==> config.mk <==
export PLATFORM = sky130hd
export DESIGN_NAME = alu_status_reset_cause
export DESIGN_NICKNAME = d
export VERILOG_FILES = /design/src/rtl/status_pkg.sv /design/src/rtl/alu_flag_logic.sv /design/src/rtl/reset_cause_keeper.sv /design/src/rtl/alu_status_reset_cause.sv
export SDC_FILE = /design/constraint.sdc
export NUM_CORES = 1
export LEC_CHECK = 0
export BUFFER_PORTS_ARGS = -buffer_cell sky130_fd_sc_hd__clkbuf_2
export CORE_UTILIZATION = 51
export CTS_CLUSTER_SIZE = 24
export DETAILED_ROUTE_END_ITERATION = 8
export GPL_TIMING_DRIVEN = 1
export HOLD_SLACK_MARGIN = 0.1
export PLACE_DENSITY = 0.86
export SYNTH_ARGS = -nofsm -noshare
export SYNTH_HDL_FRONTEND = slang
export SYNTH_SLANG_ARGS = --single-unit
==> constraint.sdc <==
create_clock -name aclk -period 8.8 [get_ports aclk]
set_input_delay 0.44 -clock aclk [delete_from_list [all_inputs] [get_ports aclk]]
set_output_delay 0.44 -clock aclk [all_outputs]
set_load 0.1 [all_outputs]
==> src/rtl/status_pkg.sv <==
// Shared layouts, offsets and codes for the ALU flag and reset-cause bank
package status_pkg;

  //--------------------------------------------------------------------
  // Register map (byte addresses, one aligned word each)
  //--------------------------------------------------------------------
  localparam logic [11:0] FLAGS_OFFSET       = 12'h000;
  localparam logic [11:0] RESET_CAUSE_OFFSET = 12'h004;

  //--------------------------------------------------------------------
  // Reset values and write masks
  //--------------------------------------------------------------------
  localparam logic [7:0] ALU_FLAGS_RESET        = 8'h00;
  localparam logic [7:0] ALU_FLAGS_WRITE_MASK   = 8'h1F;
  localparam logic [7:0] RESET_CAUSE_RESET      = 8'h1C;
  localparam logic [7:0] RESET_CAUSE_WRITE_MASK = 8'h93;

  //--------------------------------------------------------------------
  // Bus answers
  //--------------------------------------------------------------------
  localparam logic [1:0] RESP_OKAY   = 2'h0;
  localparam logic [1:0] RESP_SLVERR = 2'h2;

  //--------------------------------------------------------------------
  // Field layouts, bit 7 first
  //--------------------------------------------------------------------
  typedef struct packed {
    logic [2:0] unused;
    logic       negative;
    logic       signed_wrap_flag;
    logic       zero;
    logic       nibble_carry;
    logic       carry;
  } alu_flags_type;

  typedef struct packed {
    logic       irq_priority_enable;
    logic [1:0] unused;
    logic       soft_reset_flag;
    logic       watchdog_expiry_flag;
    logic       sleep_entry_flag;
    logic       power_up_reset_flag;
    logic       low_voltage_reset_flag;
  } reset_cause_type;

  //--------------------------------------------------------------------
  // Core-side operations and events
  //--------------------------------------------------------------------
  typedef enum logic [3:0] {
    OP_NONE                   = 4'h0,
    ACCUMULATOR_ADD_OP        = 4'h1,
    ACCUMULATOR_SUBTRACT_OP   = 4'h2,
    OP_AND                    = 4'h3,
    OP_OR                     = 4'h4,
    OP_XOR                    = 4'h5,
    CLEAR_FILE_OP             = 4'h6,
    BIT_SET_OP                = 4'h7,
    BIT_CLEAR_OP              = 4'h8,
    NIBBLE_EXCHANGE_OP        = 4'h9,
    FILE_TO_FILE_MOVE_OP      = 4'hA,
    ACCUMULATOR_STORE_OP      = 4'hB
  } op_code_type;

  typedef struct packed {
    logic        valid;
    op_code_type code;
    logic        dest_is_flags;
    logic [7:0]  operand_a;
    logic [7:0]  operand_b;
  } op_req_type;

  typedef struct packed {
    logic       valid;
    logic [7:0] data;
  } op_result_type;

  typedef struct packed {
    logic soft_reset;
    logic watchdog_timeout;
    logic sleep;
    logic watchdog_kick;
    logic brownout;
  } reset_event_type;

endpackage

==> src/rtl/alu_flag_logic.sv <==
// Combinational result and flag computation for one core operation
`timescale 1ns/100ps
module alu_flag_logic (
  input  wire status_pkg::op_req_type    op,
  input  wire status_pkg::alu_flags_type flags_now,
  output logic [7:0]                     result,
  output status_pkg::alu_flags_type      flags_new,
  output logic                           affects_flags
);

  logic       is_sub;
  logic [7:0] b_eff;
  logic [8:0] sum9;
  logic [4:0] nib5;

  // Subtract adds the two's complement, so carries are inverted borrows
  assign is_sub = (op.code == status_pkg::ACCUMULATOR_SUBTRACT_OP); // [RL5]
  assign b_eff  = is_sub ? ~op.operand_b : op.operand_b; // [RL5]
  assign sum9   = {1'b0, op.operand_a} + {1'b0, b_eff} + {8'h00, is_sub};
  assign nib5   = {1'b0, op.operand_a[3:0]} + {1'b0, b_eff[3:0]}
                + {4'h0, is_sub};

  // Result and flag effects per operation
  always_comb begin
    result        = 8'h00;
    flags_new     = flags_now;
    affects_flags = 1'b0;
    unique case (op.code)
      status_pkg::ACCUMULATOR_ADD_OP,
      status_pkg::ACCUMULATOR_SUBTRACT_OP: begin
        result                     = sum9[7:0];
        affects_flags              = 1'b1;
        flags_new.carry            = sum9[8]; // [RL9]
        flags_new.nibble_carry     = nib5[4]; // [RL8]
        flags_new.signed_wrap_flag = (op.operand_a[7] == b_eff[7]) &&
                                     (sum9[7] != op.operand_a[7]); // [RL6]
        flags_new.negative         = sum9[7]; // [RL10]
        flags_new.zero             = (sum9[7:0] == 8'h00); // [RL7]
      end
      status_pkg::OP_AND,
      status_pkg::OP_OR,
      status_pkg::OP_XOR: begin
        if (op.code == status_pkg::OP_AND) begin
          result = op.operand_a & op.operand_b;
        end else if (op.code == status_pkg::OP_OR) begin
          result = op.operand_a | op.operand_b;
        end else begin
          result = op.operand_a ^ op.operand_b;
        end
        affects_flags      = 1'b1;
        flags_new.negative = result[7];
        flags_new.zero     = (result == 8'h00); // [RL7]
      end
      status_pkg::CLEAR_FILE_OP: begin
        affects_flags  = 1'b1;
        flags_new.zero = 1'b1; // [RL3]
      end
      // No flag effect from these, so they can safely edit the flags
      status_pkg::BIT_SET_OP:
        result = op.operand_a | (8'h01 << op.operand_b[2:0]); // [RL4]
      status_pkg::BIT_CLEAR_OP:
        result = op.operand_a & ~(8'h01 << op.operand_b[2:0]); // [RL4]
      status_pkg::NIBBLE_EXCHANGE_OP:
        result = {op.operand_a[3:0], op.operand_a[7:4]}; // [RL4]
      status_pkg::FILE_TO_FILE_MOVE_OP:
        result = op.operand_a; // [RL4]
      status_pkg::ACCUMULATOR_STORE_OP:
        result = op.operand_b; // [RL4]
      default: result = 8'h00;
    endcase
    flags_new.unused = 3'h0; // [RL10]
  end

endmodule

==> src/rtl/reset_cause_keeper.sv <==
// Reset-cause register with hardware events and firmware writes
`timescale 1ns/100ps
module reset_cause_keeper (
  input  wire logic                    aclk,
  input  wire logic                    aresetn,
  input  wire logic                    brownout_reset_enable,
  input  wire status_pkg::reset_event_type events,
  input  wire logic                    fw_write,
  input  wire logic [7:0]              fw_data,
  output status_pkg::reset_cause_type  cause
);

  logic [7:0] merged;

  // Only priority enable, soft, power-up and low-voltage are writable
  assign merged = (fw_data & status_pkg::RESET_CAUSE_WRITE_MASK) |
                  (cause & ~status_pkg::RESET_CAUSE_WRITE_MASK); // [RL20]

  // Events are applied after the write so hardware wins a collision
  always_ff @(posedge aclk) begin
    if (!aresetn) begin
      cause <= status_pkg::RESET_CAUSE_RESET; // [RL11] [RL16]
      cause.low_voltage_reset_flag <= brownout_reset_enable; // [RL19]
    end else begin
      if (fw_write) begin
        cause <= status_pkg::reset_cause_type'(merged); // [RL13] [RL17]
      end
      if (events.soft_reset) begin
        cause.soft_reset_flag <= 1'b0; // [RL13]
      end
      if (events.brownout) begin
        cause.low_voltage_reset_flag <= 1'b0; // [RL18]
      end
      if (events.watchdog_kick) begin
        cause.watchdog_expiry_flag <= 1'b1; // [RL14]
        cause.sleep_entry_flag     <= 1'b1; // [RL15]
      end
      if (events.sleep) begin
        cause.watchdog_expiry_flag <= 1'b1; // [RL14]
        cause.sleep_entry_flag     <= 1'b0; // [RL15]
      end
      // A time-out outranks a kick in the same cycle
      if (events.watchdog_timeout) begin
        cause.watchdog_expiry_flag <= 1'b0; // [RL14]
      end
    end
  end

endmodule

==> src/rtl/alu_status_reset_cause.sv <==
// ALU flag and reset-cause register bank with an AXI4-Lite slave port
//
// Notes on behaviour
// RL1: Flag register usable as any operand.
// RL2: Flag-changing op into flags keeps flags only.
// RL3: Clear-file on flags sets zero only.
// RL4: Bit set/clear, swap, moves never touch flags.
// RL5: Subtract carries are inverted borrows.
// RL6: Signed wrap flag marks sign overflow.
// RL7: Zero flag marks a zero result.
// RL8: Nibble carry from bit 3 on add/subtract.
// RL9: Carry from bit 7 on add/subtract.
// RL10: Negative copies result MSB; bits 7-5 zero.
// RL11: Priority enable bit, resets to zero.
// RL12: Reset-cause bits 6 and 5 read zero.
// RL13: Reset instruction clears soft-reset flag.
// RL14: Watchdog flag: time-out clears, kick/sleep set.
// RL15: Sleep flag: kick sets, sleep clears.
// RL16: Power-on reset clears power-up flag.
// RL17: Firmware should set power-up flag afterwards.
// RL18: Brown-out clears low-voltage flag until rewritten.
// RL19: Brown-out enabled: low-voltage flag one at power-on.
// RL20: Reset-cause writable except read-only bits.
`timescale 1ns/100ps
module alu_status_reset_cause (
  input  wire logic                        aclk,
  input  wire logic                        aresetn,
  // AXI4-Lite write address
  input  wire logic [11:0]                 awaddr,
  input  wire logic [2:0]                  awprot,
  input  wire logic                        awvalid,
  output logic                             awready,
  // AXI4-Lite write data
  input  wire logic [31:0]                 wdata,
  input  wire logic [3:0]                  wstrb,
  input  wire logic                        wvalid,
  output logic                             wready,
  // AXI4-Lite write response
  output logic [1:0]                       bresp,
  output logic                             bvalid,
  input  wire logic                        bready,
  // AXI4-Lite read address
  input  wire logic [11:0]                 araddr,
  input  wire logic [2:0]                  arprot,
  input  wire logic                        arvalid,
  output logic                             arready,
  // AXI4-Lite read data
  output logic [31:0]                      rdata,
  output logic [1:0]                       rresp,
  output logic                             rvalid,
  input  wire logic                        rready,
  // Core side
  input  wire status_pkg::op_req_type      op_req,
  input  wire status_pkg::reset_event_type reset_events,
  input  wire logic                        brownout_reset_enable,
  output status_pkg::op_result_type        op_result,
  output status_pkg::alu_flags_type        alu_flags,
  output status_pkg::reset_cause_type      reset_cause_register
);

  //--------------------------------------------------------------------
  // Declarations
  //--------------------------------------------------------------------
  logic [11:0]               aw_addr;
  logic [31:0]               w_data;
  logic [3:0]                w_strb;
  logic                      wr_do;
  logic                      wr_hit_flags;
  logic                      wr_hit_cause;
  logic                      rd_hit_flags;
  logic                      rd_hit_cause;
  logic                      flags_fw_write;
  logic                      cause_fw_write;
  logic [7:0]                calc_result;
  logic                      calc_affects;
  status_pkg::alu_flags_type calc_flags;
  logic [31:0]               next_rdata;

  //--------------------------------------------------------------------
  // Address decode
  //--------------------------------------------------------------------
  // Low two address bits ignored, every register is one aligned word
  assign wr_hit_flags = (aw_addr[11:2] == status_pkg::FLAGS_OFFSET[11:2]);
  assign wr_hit_cause =
    (aw_addr[11:2] == status_pkg::RESET_CAUSE_OFFSET[11:2]);
  assign rd_hit_flags = (araddr[11:2] == status_pkg::FLAGS_OFFSET[11:2]);
  assign rd_hit_cause =
    (araddr[11:2] == status_pkg::RESET_CAUSE_OFFSET[11:2]);

  // Both halves held and no answer pending: commit the write now
  assign wr_do = !awready && !wready && !bvalid;

  // Data sits in byte lane 0; a write without that lane changes nothing
  assign flags_fw_write = wr_do && wr_hit_flags && w_strb[0];
  assign cause_fw_write = wr_do && wr_hit_cause && w_strb[0];

  //--------------------------------------------------------------------
  // Write address channel
  //--------------------------------------------------------------------
  // Ready drops once an address is held, until its response is taken
  always_ff @(posedge aclk) begin
    if (!aresetn) begin
      awready <= 1'b1;
      aw_addr <= 12'h000;
    end else if (awvalid && awready) begin
      awready <= 1'b0;
      aw_addr <= awaddr;
    end else if (bvalid && bready) begin
      awready <= 1'b1;
    end
  end

  //--------------------------------------------------------------------
  // Write data channel
  //--------------------------------------------------------------------
  // Taken independently of the address, in either order
  always_ff @(posedge aclk) begin
    if (!aresetn) begin
      wready <= 1'b1;
      w_data <= 32'h0000_0000;
      w_strb <= 4'h0;
    end else if (wvalid && wready) begin
      wready <= 1'b0;
      w_data <= wdata;
      w_strb <= wstrb;
    end else if (bvalid && bready) begin
      wready <= 1'b1;
    end
  end

  //--------------------------------------------------------------------
  // Write response channel
  //--------------------------------------------------------------------
  // Unmapped addresses answer with a slave error and write nothing
  always_ff @(posedge aclk) begin
    if (!aresetn) begin
      bvalid <= 1'b0;
      bresp  <= status_pkg::RESP_OKAY;
    end else if (wr_do) begin
      bvalid <= 1'b1;
      bresp  <= (wr_hit_flags || wr_hit_cause) ?
                status_pkg::RESP_OKAY : status_pkg::RESP_SLVERR;
    end else if (bvalid && bready) begin
      bvalid <= 1'b0;
    end
  end

  //--------------------------------------------------------------------
  // Read path
  //--------------------------------------------------------------------
  // Read mux; upper bits of each word and reserved fields read zero
  always_comb begin
    next_rdata = 32'h0000_0000;
    if (rd_hit_flags) begin
      next_rdata = {24'h00_0000, alu_flags}; // [RL1] [RL10]
    end else if (rd_hit_cause) begin
      next_rdata = {24'h00_0000, reset_cause_register}; // [RL12]
    end
  end

  // One read in flight; data is captured when the address is taken
  always_ff @(posedge aclk) begin
    if (!aresetn) begin
      arready <= 1'b1;
      rvalid  <= 1'b0;
      rdata   <= 32'h0000_0000;
      rresp   <= status_pkg::RESP_OKAY;
    end else if (arvalid && arready) begin
      arready <= 1'b0;
      rvalid  <= 1'b1;
      rdata   <= next_rdata;
      rresp   <= (rd_hit_flags || rd_hit_cause) ?
                 status_pkg::RESP_OKAY : status_pkg::RESP_SLVERR;
    end else if (rvalid && rready) begin
      rvalid  <= 1'b0;
      arready <= 1'b1;
    end
  end

  //--------------------------------------------------------------------
  // Operation datapath
  //--------------------------------------------------------------------
  alu_flag_logic flag_calc (
    .op            (op_req),
    .flags_now     (alu_flags),
    .result        (calc_result),
    .flags_new     (calc_flags),
    .affects_flags (calc_affects)
  );

  // Result leaves only when the flags are not the destination
  always_ff @(posedge aclk) begin
    if (!aresetn) begin
      op_result <= '0;
    end else begin
      op_result.valid <= op_req.valid && !op_req.dest_is_flags; // [RL2]
      op_result.data  <= calc_result;
    end
  end

  //--------------------------------------------------------------------
  // ALU flag register
  //--------------------------------------------------------------------
  // Core update outranks a firmware write in the same cycle
  always_ff @(posedge aclk) begin
    if (!aresetn) begin
      alu_flags <= status_pkg::alu_flags_type'(status_pkg::ALU_FLAGS_RESET);
    end else if (op_req.valid && calc_affects) begin
      // Computed result discarded when aimed at the flags
      alu_flags <= calc_flags; // [RL2] [RL3]
    end else if (op_req.valid && op_req.dest_is_flags) begin
      alu_flags <= status_pkg::alu_flags_type'(
                     calc_result & status_pkg::ALU_FLAGS_WRITE_MASK
                   ); // [RL1] [RL4] [RL10]
    end else if (flags_fw_write) begin
      alu_flags <= status_pkg::alu_flags_type'(
                     w_data[7:0] & status_pkg::ALU_FLAGS_WRITE_MASK
                   ); // [RL1] [RL10]
    end
  end

  //--------------------------------------------------------------------
  // Reset-cause register
  //--------------------------------------------------------------------
  // Priority enable leaves as a register bit for the interrupt logic
  reset_cause_keeper cause_keeper (
    .aclk                  (aclk),
    .aresetn               (aresetn),
    .brownout_reset_enable (brownout_reset_enable),
    .events                (reset_events),
    .fw_write              (cause_fw_write),
    .fw_data               (w_data[7:0]),
    .cause                 (reset_cause_register)
  );

endmodule

==> results.md, run 1 <==
- During I/O placement, the number of pins put on the boundary was 167.
- For this design the total switching power over the nets is 294.7 uW.
- The number of max-cap violations is 0.
- Across all setup checks in the final design, the least slack found is 5.157 ns.
- The number of global-route vias before repair came to 3,228.
- The number of placed cells counting well taps is 662.
- The maximum level of the CTS H-tree is 2.
- The shortest period the worst path allows is 3.643 ns.
- By count the netlist is led by 61 x sky130_fd_sc_hd__nand2_1, 49 x sky130_fd_sc_hd__dfxtp_1, 46 x sky130_fd_sc_hd__a21oi_1, 46 x sky130_fd_sc_hd__o21ai_0, 37 x sky130_fd_sc_hd__nor2_1.
- Of the synthesized area, sequential elements account for 27.10%.
- The routed wire length is 9914 um.
- Ranked by total cell area, the synthesized netlist is headed by sky130_fd_sc_hd__dfxtp_1 26%, sky130_fd_sc_hd__ha_1 7.7%, sky130_fd_sc_hd__buf_4 7.0%, sky130_fd_sc_hd__a21oi_1 6.2%, sky130_fd_sc_hd__o21ai_0 6.2%.
- The die covers 7662 um2.
- Headroom to the max-slew limit came out at 23.88%.
- The maximum VDD drop is 74.89 uV.
- In the post-synthesis netlist, the cell with the most instances is sky130_fd_sc_hd__nand2_1.
- The DRC violation total after the first TritonRoute iteration is 343.
- The setup skew after layout is 0.004988 ns.
- Internal power comes to 367.1 uW.
- The switching part of the total is 44.53%.
- Per report_power, the combinational group accounts for 42.0% of the total.
- The arrival time of data at the critical path endpoint is 3.88 ns.
- Broken down by cell family, the worst path's largest delay share belongs to simple AND/OR/NAND/NOR gates.
- The floorplan has 30 rows.
- From synthesis to final layout, the design area changed by 12.74%.
- Detailed placement finished with a half-perimeter wire length of 7760 um.
- The most frequent cell on the critical path is sky130_fd_sc_hd__xnor2_1.
- The share of the clock period used by the worst path is 41.40%.
- The number of port buffers is 94.
- The setup path with the least slack is of type primary input to flip-flop.
- For this run, the share of the core covered by cells in the final layout is 60.58%.
- The power consumption is 661.9 uW.
- The number of fillers in the final layout is 644.
- STA classifies the critical path startpoint as a primary input.
- The average cell area after synthesis is 7.583 um2.
- Of the total power, registers draw 37.6%.
- Walking the worst path, the cells encountered are clkbuf_2, nor4b_2, buf_4, xnor2_1, fa_1, a211oi_1, o21bai_1, a21oi_1, xnor2_1, or4_1, or3_1, a31oi_1.
- The flow ran to the end, and the final reports show no timing, DRC or antenna violations.
- Setup repair after global routing left no endpoint under its margin.
- The min-delay analysis places its worst path in the category primary input to flip-flop.
- The synthesized design contains 50 register bits.
- Global routing consumed, over all layers together, 26.22% of the routing resources.
- The initial antenna violation count was 0.
- In this run the biggest area consumer among cell types represents 26.29% of the synthesized area.
- The worst setup path is captured at a flip-flop.
- The start point of the worst hold path is reset_events[4].
- Together, buffers and inverters on the worst path number 2.
- The setup TNS is 0 ns.
- The library cell occupying the most area in the post-synthesis netlist is sky130_fd_sc_hd__dfxtp_1.
- The critical path startpoint is op_req[18].
- The largest driver fanout on the critical path is 26.
- The master of the slowest instance on the critical path is sky130_fd_sc_hd__or4_1.
- Based on the critical path, the design can be clocked at up to 274.5 MHz.
- The die extent in x is 87.53 um.
- Counting flops with a built-in enable in the synthesized netlist gives 1.
- The congestion estimate from routability-driven global placement came to 0.9430.
- The final count of hold timing violations is 0.
- In the routed design, unresolved DRC markers number 0.
- In this run, distinct cell masters in the synthesized netlist total 62.
- The clock drives 50 sinks.
- The via count normalized by instance count is 5.600.
- The number of antenna-violating nets in the routed design is 0.
- Clock-pin slew was measured on the worst setup and hold paths at 0.09 ns.
- The power per cell area is 157.3 nW/um2.
- The number of antenna repair diodes is 0.
- In this run, post-CTS hold repair placed 0 buffers.
- The worst slack at placement is 4.949 ns.
- The post-CTS setup buffer count is 0.
- Setup violations remaining at the end of the flow were counted as 0.
- STA puts the critical path data required time at 9.04 ns.
- TritonCTS built the clock tree.
- The die is 87.53 um tall.
- The largest single stage delay on the critical path is 0.47 ns.
- Entering global routing, the biggest net connects 33 pins.
- Global routing finished with a remaining overflow of 0.
- Before antenna repair, the detailed router went through 5 iterations.
- The primary flip-flop cell chosen by synthesis mapping is sky130_fd_sc_hd__dfxtp_1.
- The warning count from the yosys run is 0.
- The transition time at the pin with the least slew margin is 1.113 ns.
- The first global-routing pass estimated 15,680 um of wire.
- The synthesized area is 3731 um2.
- The number of clock buffers inserted by TritonCTS is 5.
- Clock tree synthesis selected as its root buffer the cell sky130_fd_sc_hd__clkbuf_8.
- Excluding fillers, the count of instances in the completed layout stands at 670.
- The initial core utilization is 53.73%.
- The standard cell core area is 6944 um2.
- The cell leakage power is 1.952 nW.
- The later-pin clock latency in the skew report is 0.30 ns.
- In this run, post-CTS repair resized a total of 0 instances.
- The number of pins exceeding their max-slew limit in the final report is 0.
- For this run, the post-layout net count is 698.
- The final route contains 3,752 vias.
- The average wire per standard cell is 14.80 um.
- The clock network fraction of total power is 20.4%.
- The async set-or-reset flop fraction in the synthesized netlist is 0%.
- The cell count after synthesis is 492.
- No sink is reached through more buffers than the 2 on the longest clock path.
- The fraction of layout instances using a drive strength above 1 is 18.64%.
- In this run the critical register-to-register path is launched from bvalid.
[layout by cell type, fill, tap and decap left out, drive strengths merged, types with 8 or more instances in the layout]
master  Yosys  final
clkbuf     10    100
nand2      61     61
mux2i      16     16
inv        26     26
nor3       13     13
nand3       8      8
xnor2      13     13
dfxtp      49     49
conb        1     33
ha         23     23
a21oi      46     46
nor2       37     37
o211ai      9      9
o21ai      48     48
[final timing paths]
kind,slack [ns],end,cells past startpoint
hold reg to reg,0.46,w_data[7],2
hold / removal,0.33,cause_keeper.cause[4],2
setup reg to reg,6.66,alu_flags[4],6
setup / recovery,5.16,alu_flags[2],12
[logic make-up (layout without fill, tap and decap cells)]
family,after synthesis,count (layout),synth area share (%)
xor+xnor,16,16,3.756
simple gates,158,158,20.02
other cells,1,33,0.1005
flops,50,50,27.10
fa+ha+maj,24,24,8.250
buf+inv,79,129,11.84
compound gates,148,148,24.65
mux,16,16,4.292
[power groups by stage]
stage          sequential (mW)  combinational (mW)  clock [mW]
2_1_floorplan            0.314               0.172           0
3_3_place_gp             0.253               0.270           0
3_5_place_dp             0.254               0.274           0
4_1_cts                  0.249               0.275       0.138
5_1_grt                  0.250               0.296       0.147
6_report                 0.249               0.278       0.135
[flip-flops by register name, indices dropped and copies added (netlist names)]
register            cells
aw_addr                10
op_result               9
cause_keeper.cause      6
rdata                   6
w_data                  6
alu_flags               5
arready                 1
awready                 1
bresp                   1
bvalid                  1
rresp                   1
rvalid                  1
w_strb                  1
wready                  1
[cell type report]
class | instances | area [um2] | area share, %
multi-input combinational | 395 | 2405 | 57.17
sequential | 50 | 1011 | 24.03
timing repair buffer | 95 | 478.0 | 11.36
tap | 96 | 120.1 | 2.855
inverter | 26 | 97.59 | 2.320
clock buffer | 6 | 82.58 | 1.963
clock inverter | 2 | 12.51 | 0.2974
[stage by stage]
stage | hold WS, ns | area [um2]
finish | 0.3286 | 4207
global route | 0.3366 | 4207
floorplan | 0.4357 | 3851
detailed placement | 0.4458 | 4111
CTS | 0.3236 | 4207
global placement | 0.4427 | 4111
[per-layer routing]
layer  wire length, um  vias to the layer above  track usage [%]
li1                  -                     1838                -
met1              4308                     1726            34.51
met2              4793                      182            45.10
met3               735                        6            4.430
met4                76                        0            5.812
met5                 0                        -                0
(Power assumes the default switching activity.)
==> inputs of run 2 (changes only) <==
Settings changed: ABC_AREA set to 1, CORE_UTILIZATION 51 to 44, PLACE_DENSITY 0.86 to 0.78.
Clock period 8.8 ns to 2.95 ns, I/O delays scaled along.
==> run 2 against run 1 <==
Routed wire length rose by 3.4%. Largest cell class unchanged. Sequential cell count did not move. Register-to-register slack got worse by 5.5 ns. Largest power group unchanged. First-iteration DRC count fell by 47%. Worst setup slack got worse by 4.5 ns. Via count rose by 5.4%. Total power rose to 3.1 times the previous value.
==> results.md, run 2 <==
- Outcome: finished clean (unchanged).
- The number of clock buffers inserted by TritonCTS is 5 (unchanged).
- The library cell occupying the most area in the post-synthesis netlist is sky130_fd_sc_hd__dfxtp_1 (unchanged).
- The cell leakage power is 2.395 nW (was 1.952 nW).
- The largest driver fanout on the critical path was 6 (was 26).
- The power per cell area came to 457.0 nW/um2 (was 157.3 nW/um2).
- The clock tree from TritonCTS is yes (unchanged).
- The warning count from the yosys run was 0 (unchanged).
- The final standard cell utilization of the core is 54.39% (was 60.58%).
- The first-pass GRT wire length was 16,110 um (was 15,680 um).
- The startpoint of the lowest-slack register-to-register path is bvalid (unchanged).
- The highest clock frequency the design can meet is 433.7 MHz.
- The number of port buffers is 94 (unchanged).
- The number of placement rows was 33 (was 30).
- The number of antenna repair diodes is 0 (unchanged).
- The async set-or-reset flop fraction in the synthesized netlist came to 0% (unchanged).
- The worst min-delay path endpoint is w_data[1] (was cause_keeper.cause[4]).
- The buffer type at the clock tree root is sky130_fd_sc_hd__clkbuf_8 (unchanged).
- Highest-count cells in the layout ignoring fill and taps: 122 x sky130_fd_sc_hd__nand2_1, 94 x sky130_fd_sc_hd__clkbuf_2, 65 x sky130_fd_sc_hd__inv_1 (was 94 x sky130_fd_sc_hd__clkbuf_2, 61 x sky130_fd_sc_hd__nand2_1, 49 x sky130_fd_sc_hd__dfxtp_1).
- The later-pin clock latency in the skew report is 0.31 ns (was 0.30 ns).
- The net count reported at finish is 805 (was 698).
- RSZ-0062 raised after global routing: no (unchanged).
- The routed wire length is 10,250 um (was 9914 um).
- The type of the tightest min-delay check is primary input to flip-flop (unchanged).
- The number of pins exceeding their max-slew limit in the final report is 0 (unchanged).
- The number of fillers in the final layout is 834 (was 644).
- The count of hold-fix buffers inserted at cts was 19 (was 0).
- The type of element capturing the critical path is a flip-flop (unchanged).
- The count of clock tree sinks is 50 (unchanged).
- The initial antenna violation count is 0 (unchanged).
- The number of flip-flops and latches in the synthesized netlist is 50 (unchanged).
- The clock slew at the register clock pins of the worst setup and hold paths is 0.09 ns (about the same).
- The fraction of synthesized cell area taken by the top area cell type came to 25.86% (was 26.29%).
- The count of cells along the worst hold path is 3 (was 2).
- The primary flip-flop cell chosen by synthesis mapping is sky130_fd_sc_hd__dfxtp_1 (unchanged).
- The top register by number of flip-flops is aw_addr (unchanged).
- The reg2reg setup slack was 1.17 ns (was 6.66 ns).
- The maximum count of clock buffers along a single path is 2 (unchanged).
- The die height is 94.86 um (was 87.53 um).
- The most frequent cell after synthesis is sky130_fd_sc_hd__nand2_1 (unchanged).
- The arrival time of data at the critical path endpoint came to 2.56 ns (was 3.88 ns).
- The logic depth of the worst register-to-register path was 8 (was 6).
- Largest registers: aw_addr (10), op_result (9) (unchanged).
- The iteration count of the initial detailed-routing pass was 4 (was 5).
- The data required time at the worst endpoint is 3.20 ns (was 9.04 ns).
- The transition time at the pin with the least slew margin came to 0.5399 ns (was 1.113 ns).
- The start point of the worst hold path is wdata[1] (was reset_events[4]).
- The share of synthesized area occupied by flip-flops and latches came to 26.65% (was 27.10%).
- The standard cell core area is 8299 um2 (was 6944 um2).
- The maximum VDD drop is 294.4 uV (was 74.89 uV).
- The post-CTS setup buffer count came to 0 (unchanged).
- The via count normalized by instance count is 5.031 (was 5.600).
- The relative slew slack came to 63.07% (was 23.88%).
- The setup TNS was 0 ns (unchanged).
- The synthesized area is 3794 um2 (was 3731 um2).
- The maximum level of the CTS H-tree is 2 (unchanged).
- The overall fraction of global-route tracks in use was 22.99% (was 26.22%).
- The number of max-cap violations is 0 (unchanged).
- The routability-driven placement congestion ratio came to 0.9028 (was 0.9430).
- Post-synth top cells: 122 x sky130_fd_sc_hd__nand2_1, 65 x sky130_fd_sc_hd__inv_1, 63 x sky130_fd_sc_hd__nor2_1 (was 61 x sky130_fd_sc_hd__nand2_1, 49 x sky130_fd_sc_hd__dfxtp_1, 46 x sky130_fd_sc_hd__a21oi_1, 46 x sky130_fd_sc_hd__o21ai_0, 37 x sky130_fd_sc_hd__nor2_1).
- The HPWL after detailed placement was 8094 um (was 7760 um).
- The die extent in x is 94.86 um (was 87.53 um).
- The number of global-route vias before repair is 3,441 (was 3,228).
- The post-cts repair resize count is 0 (unchanged).
- The flip-flop count of the largest register after layout is 10 (unchanged).
- The DRC violation total after the first TritonRoute iteration is 183 (was 343).
- The average cell area after synthesis is 6.679 um2 (was 7.583 um2).
- The number of antenna-violating nets in the routed design is 0 (unchanged).
- The setup skew after layout is 0.009745 ns (was 0.004988 ns).
- The destination of the worst register-to-register timing path was alu_flags[0] (was alu_flags[4]).
- The via count came to 3,954 (was 3,752).
- The number of enable-type register cells in the synthesized netlist is 1 (unchanged).
- The average wire per standard cell is 13.04 um (was 14.80 um).
- The critical path startpoint category is a primary input (unchanged).
- The floorplan die area is 8997 um2 (was 7662 um2).
- The total setup violations reported at the end of the flow is 0 (unchanged).
- The fraction of layout instances using a drive strength above 1 is 19.82% (was 18.64%).
- The pin count of the biggest net entering global routing is 40 (was 33).
- The startpoint-to-endpoint class of the critical path is primary input to flip-flop (unchanged).
- The overflow left after global routing is 0 (unchanged).
- The cell count after synthesis is 568 (was 492).
- The area growth from synthesis to final layout was 19.00% (was 12.74%).
- The number of DRC violations after detailed routing was 0 (unchanged).
- The final count of hold timing violations is 0 (unchanged).
- The share of the clock period used by the worst path is 78.16%.
- Counting I/O delays and the setup requirement, the final critical path takes 2.306 ns.
- The initial core utilization is 45.71% (was 53.73%).
- The most common library cell in the layout ignoring fill and taps is sky130_fd_sc_hd__nand2_1 (was sky130_fd_sc_hd__clkbuf_2).
- The top-level I/O count was 167 (unchanged).
- The post-synthesis cell type count was 44 (was 62).
- Top cells by area, synth: sky130_fd_sc_hd__dfxtp_1 26%, sky130_fd_sc_hd__nand2_1 12%, sky130_fd_sc_hd__ha_1 7.6%, sky130_fd_sc_hd__buf_4 6.7%, sky130_fd_sc_hd__inv_1 6.4% (was sky130_fd_sc_hd__dfxtp_1 26%, sky130_fd_sc_hd__ha_1 7.7%, sky130_fd_sc_hd__buf_4 7.0%, sky130_fd_sc_hd__a21oi_1 6.2%, sky130_fd_sc_hd__o21ai_0 6.2%).
[run 2: cell count changes in the layout (fill, tap and decap cells not counted), moves of 8 or more]
cell / delta
sky130_fd_sc_hd__nand2_2: +8
sky130_fd_sc_hd__inv_1: +39
sky130_fd_sc_hd__dlygate4sd3_1: +19
sky130_fd_sc_hd__xnor2_1: -13
sky130_fd_sc_hd__a21oi_1: -17
sky130_fd_sc_hd__nand2_1: +61
sky130_fd_sc_hd__mux2i_1: -16
sky130_fd_sc_hd__o21ai_0: -11
sky130_fd_sc_hd__nand3_1: +36
sky130_fd_sc_hd__nor2_1: +26
[run 2: kinds of logic (layout without fill, tap and decap cells)]
kind of cell,count (synthesis),after routing,synth area share [%]
AOI/OAI and AO/OA,94,94,14.74
DFF,50,50,26.65
adders and majority gates,24,24,8.114
other,1,33,0.09885
buffers and inverters,116,197,15.30
and+or+nand+nor,273,273,32.78
xor gates and xnor gates,10,10,2.309
[run 2: layer usage]
layer / global-route usage [%] / up-vias / wire length (um)
met2: 38.25 / 145 / 4815
met1: 30.44 / 1785 / 4732
met4: 6.944 / 0 / 158
met3: 3.543 / 15 / 544
met5: 0 / - / 0
li1: - / 2009 / -
[run 2: cell type report]
class                   count  area (um2)  share of cell area, %
clock inverters             3       21.27                 0.4712
flip-flops and latches     50        1011                  22.39
repair buffers            116       683.2                  15.13
well taps                 105       131.4                  2.910
clock buffers               5       68.82                  1.524
inverters                  73       276.5                  6.125
multi-input cells         434        2322                  51.44
[run 2: worst max-delay path, cell delays in order]
cell and delay, ns:
sky130_fd_sc_hd__clkbuf_2 0.12, sky130_fd_sc_hd__nor2_4 0.20, sky130_fd_sc_hd__inv_1 0.07, sky130_fd_sc_hd__nor3_2 0.23, sky130_fd_sc_hd__buf_4 0.22, sky130_fd_sc_hd__xor2_1 0.16
sky130_fd_sc_hd__ha_1 0.30, sky130_fd_sc_hd__nand2_1 0.08, sky130_fd_sc_hd__nand2_1 0.05, sky130_fd_sc_hd__inv_1 0.11, sky130_fd_sc_hd__nor2_1 0.05, sky130_fd_sc_hd__nor2_1 0.12
sky130_fd_sc_hd__nand2_1 0.08, sky130_fd_sc_hd__nand2_1 0.06, sky130_fd_sc_hd__nand2_1 0.08, sky130_fd_sc_hd__nor2_1 0.12, sky130_fd_sc_hd__nand3_1 0.09, sky130_fd_sc_hd__nand2_1 0.07
sky130_fd_sc_hd__nand2_1 0.06, sky130_fd_sc_hd__a21oi_2 0.12
[run 2: worst max-delay path by stage]
stage	startpoint	endpoint	slack, ns	cells past startpoint
floorplan	op_req[20]	alu_flags[4]	0.60	14
global placement	op_req[20]	alu_flags[2]	0.45	20
detailed placement	op_req[20]	alu_flags[2]	0.38	20
CTS	op_req[20]	alu_flags[2]	0.69	20
global route	op_req[20]	alu_flags[2]	0.43	20
finish	op_req[20]	alu_flags[2]	0.64	20
[run 2: through the flow]
stage          power [mW]  std cells  hold slack [ns]  setup WS (ns)  cell area, um2
3_3_place_gp        1.637        759           0.3422         0.4505            4234
3_5_place_dp        1.649        759           0.3500         0.3824            4234
2_1_floorplan       1.510        600           0.2265         0.5990            3914
5_1_grt             2.178        786           0.1160         0.4318            4514
6_report            2.063        786           0.1108         0.6442            4514
4_1_cts             2.070        786           0.1025         0.6926            4514
[run 2: where the power goes]
group	switching (mW)	internal, mW	leakage [nW]
Clock	0.236	0.167	0.0441
Sequential	0.0291	0.728	0.415
Combinational	0.709	0.194	1.94
==> inputs of run 3 (changes only) <==
Settings changed: CORE_UTILIZATION 44 to 48, PLACE_DENSITY 0.78 to 0.81.
Clock period 2.95 ns to 2.3 ns, I/O delays scaled along.
==> run 3 against run 2 <==
Clock-buffer cell count grew 2. Sequential share of layout area is 0.75 points lower. First-iteration DRC count rose by 120%. Die area shrank 8.2%.
==> results.md, run 3 (synthesis gave the netlist of run 2 again) <==
- Outcome: finished clean (unchanged).
- The number of max-cap violations is 0 (unchanged).
- The average wire per standard cell is 13.31 um (was 13.04 um).
- The type of element capturing the critical path is a flip-flop (unchanged).
- The relative slew slack is 61.21% (was 63.07%).
- The later-pin clock latency in the skew report was 0.30 ns (was 0.31 ns).
- The total setup violations reported at the end of the flow is 0 (unchanged).
- The area growth from synthesis to final layout is 23.12% (was 19.00%).
- The clock network fraction of total power is 22.6% (was 19.5%).
- The floorplan die area is 8263 um2 (was 8997 um2).
- The initial antenna violation count came to 0 (unchanged).
- The post-CTS setup buffer count came to 0 (unchanged).
- The final count of hold timing violations was 0 (unchanged).
- The data required time at the worst endpoint was 2.53 ns (was 3.20 ns).
- The overflow left after global routing came to 0 (unchanged).
- The number of placement rows came to 32 (was 33).
- The overall fraction of global-route tracks in use came to 25.26% (was 22.99%).
- The startpoint-to-endpoint class of the critical path is primary input to flip-flop (unchanged).
- The type of the tightest min-delay check is primary input to flip-flop (unchanged).
- The DRC violation total after the first TritonRoute iteration is 404 (was 183).
- The first-pass GRT wire length is 17,100 um (was 16,110 um).
- The number of DRC violations after detailed routing was 0 (unchanged).
- The highest clock frequency the design can meet is 479.9 MHz.
- The switching part of the total was 44.31% (was 47.20%).
- The cell leakage power is 2.485 nW (was 2.395 nW).
- The net count reported at finish is 820 (was 805).
- The cell area after layout is 4671 um2 (was 4514 um2).
- The buffer type at the clock tree root was sky130_fd_sc_hd__clkbuf_8 (unchanged).
- The top register by number of flip-flops is aw_addr (unchanged).
- The shortest period the worst path allows is 2.084 ns.
- The logic depth of the worst register-to-register path was 9 (was 8).
- The flip-flop count of the largest register after layout was 10 (unchanged).
- After layout, the worst path uses 90.60% of the clock period.
- The worst hold-check slack was 0.1007 ns (was 0.1108 ns).
- The HPWL after detailed placement is 7968 um (was 8094 um).
- Largest registers: aw_addr (10), op_result (9) (unchanged).
- The most common library cell in the layout ignoring fill and taps is sky130_fd_sc_hd__nand2_1 (unchanged).
- The total placed instance area is 4334 um2 (was 4234 um2).
- The maximum count of clock buffers along a single path came to 2 (unchanged).
- The number of antenna-violating nets in the routed design is 0 (unchanged).
- The routed wire length is 10,620 um (was 10,250 um).
- The routability-driven placement congestion ratio is 0.9677 (was 0.9028).
- The design internal power is 1.564 mW (was 1.089 mW).
- The top-level I/O count is 167 (unchanged).
- The setup TNS is 0 ns (unchanged).
- The power per cell area is 601.2 nW/um2 (was 457.0 nW/um2).
- The final worst slack is 0.2162 ns (was 0.6442 ns).
- The transition time at the pin with the least slew margin is 0.5672 ns (was 0.5399 ns).
- The die extent in x was 90.90 um (was 94.86 um).
- The pin count of the biggest net entering global routing is 39 (was 40).
- The iteration count of the initial detailed-routing pass came to 5 (was 4).
- The standard cell core area is 7687 um2 (was 8299 um2).
- The number of antenna repair diodes is 0 (unchanged).
- The number of port buffers is 94 (unchanged).
- The clock slew at the register clock pins of the worst setup and hold paths was 0.09 ns (about the same).
- The combinational fraction of design power is 42.7% (was 43.8%).
- The worst slack at placement came to -0.06828 ns (was 0.3824 ns).
- The number of pins exceeding their max-slew limit in the final report is 0 (unchanged).
- The sequential group share of total power is 34.6% (was 36.7%).
- The initial core utilization is 49.35% (was 45.71%).
- The via count is 4,122 (was 3,954).
- The power spent charging and discharging nets is 1.244 mW (was 973.8 uW).
- The maximum VDD drop is 511.1 uV (was 294.4 uV).
- The setup skew after layout is 0.009788 ns (was 0.009745 ns).
- The number of clock buffers inserted by TritonCTS came to 5 (unchanged).
- The clock tree from TritonCTS is yes (unchanged).
- The count of clock tree sinks came to 50 (unchanged).
- RSZ-0062 raised after global routing: no (unchanged).
- The arrival time of data at the critical path endpoint is 2.32 ns (was 2.56 ns).
- The number of global-route vias before repair came to 3,726 (was 3,441).
- The via count normalized by instance count is 5.165 (was 5.031).
- The maximum level of the CTS H-tree came to 2 (unchanged).
- The largest driver fanout on the critical path is 6 (unchanged).
- The die height came to 90.90 um (was 94.86 um).
- The critical path startpoint category is a primary input (unchanged).
- The fraction of layout instances using a drive strength above 1 was 21.26% (was 19.82%).
- The count of cells along the worst hold path is 3 (unchanged).
- Highest-count cells in the layout ignoring fill and taps: 122 x sky130_fd_sc_hd__nand2_1, 94 x sky130_fd_sc_hd__clkbuf_2, 65 x sky130_fd_sc_hd__inv_1 (unchanged).
==> run 3: power groups by stage <==
stage / Combinational (mW) / Clock, mW / Sequential (mW)
6_report: 1.20 / 0.636 / 0.972
5_1_grt: 1.28 / 0.682 / 0.980
4_1_cts: 1.18 / 0.640 / 0.972
3_5_place_dp: 1.15 / 0 / 0.992
3_3_place_gp: 1.14 / 0 / 0.989
2_1_floorplan: 0.666 / 0 / 1.27
==> run 3: cell type report <==
type	count	area, um2
inverter	73	276.5
sequential	50	1011
clock buffer	7	86.33
fill	731	3017
tap	102	127.6
multi-input combinational	434	2335
clock inverter	1	30.03
timing repair buffer	131	804.5
==> run 3: worst max-delay path, cell delays in order <==
cell                       delay (ns)
sky130_fd_sc_hd__clkbuf_2        0.11
sky130_fd_sc_hd__nor2_4          0.11
sky130_fd_sc_hd__inv_1           0.07
sky130_fd_sc_hd__nor3_4          0.21
sky130_fd_sc_hd__buf_6           0.18
sky130_fd_sc_hd__xor2_1          0.16
sky130_fd_sc_hd__ha_1            0.30
sky130_fd_sc_hd__nand2_1         0.09
sky130_fd_sc_hd__nand2_1         0.05
sky130_fd_sc_hd__inv_1           0.09
sky130_fd_sc_hd__nor2_1          0.05
sky130_fd_sc_hd__nor2_1          0.12
sky130_fd_sc_hd__nand2_1         0.07
sky130_fd_sc_hd__nand2_1         0.05
sky130_fd_sc_hd__nand2_1         0.07
sky130_fd_sc_hd__nor2_1          0.11
sky130_fd_sc_hd__nand3_1         0.10
sky130_fd_sc_hd__nand2_1         0.08
sky130_fd_sc_hd__nand2_1         0.06
sky130_fd_sc_hd__a21oi_2         0.13
==> run 3: final timing paths <==
path	slack [ns]	startpoint	endpoint
worst max register to register	0.57	aw_addr[4]	alu_flags[0]
worst max-delay path	0.22	op_req[20]	alu_flags[2]
worst min register to register	0.49	aw_addr[4]	aw_addr[4]
worst min-delay path	0.10	reset_events[1]	cause_keeper.cause[2]
==> run 3: metal layers <==
metal,up-vias,track usage (%),share of wire (%)
li1,2038,-,-
met1,1879,32.33,42
met2,183,43.24,48
met3,22,3.535,7.4
met4,0,8.862,2.2
met5,-,0,0
==> run 3: repair_timing <==
| action | CTS | global route |
|---|---|---|
| setup endpoints to repair | 0 | 2 |
| hold buffers | 21 | 0 |
| resized for setup | 0 | 2 |
| endpoints found under the hold margin | 20 | 0 |
==> run 3: per-stage QoR <==
step | util (%) | total power, mW | std cells
floorplan | - | 1.938 | 600
global placement | 56.38 | 2.129 | 769
detailed placement | 56.38 | 2.144 | 769
CTS | 60.63 | 2.795 | 798
global route | 60.76 | 2.945 | 798
finish | 60.76 | 2.808 | 798
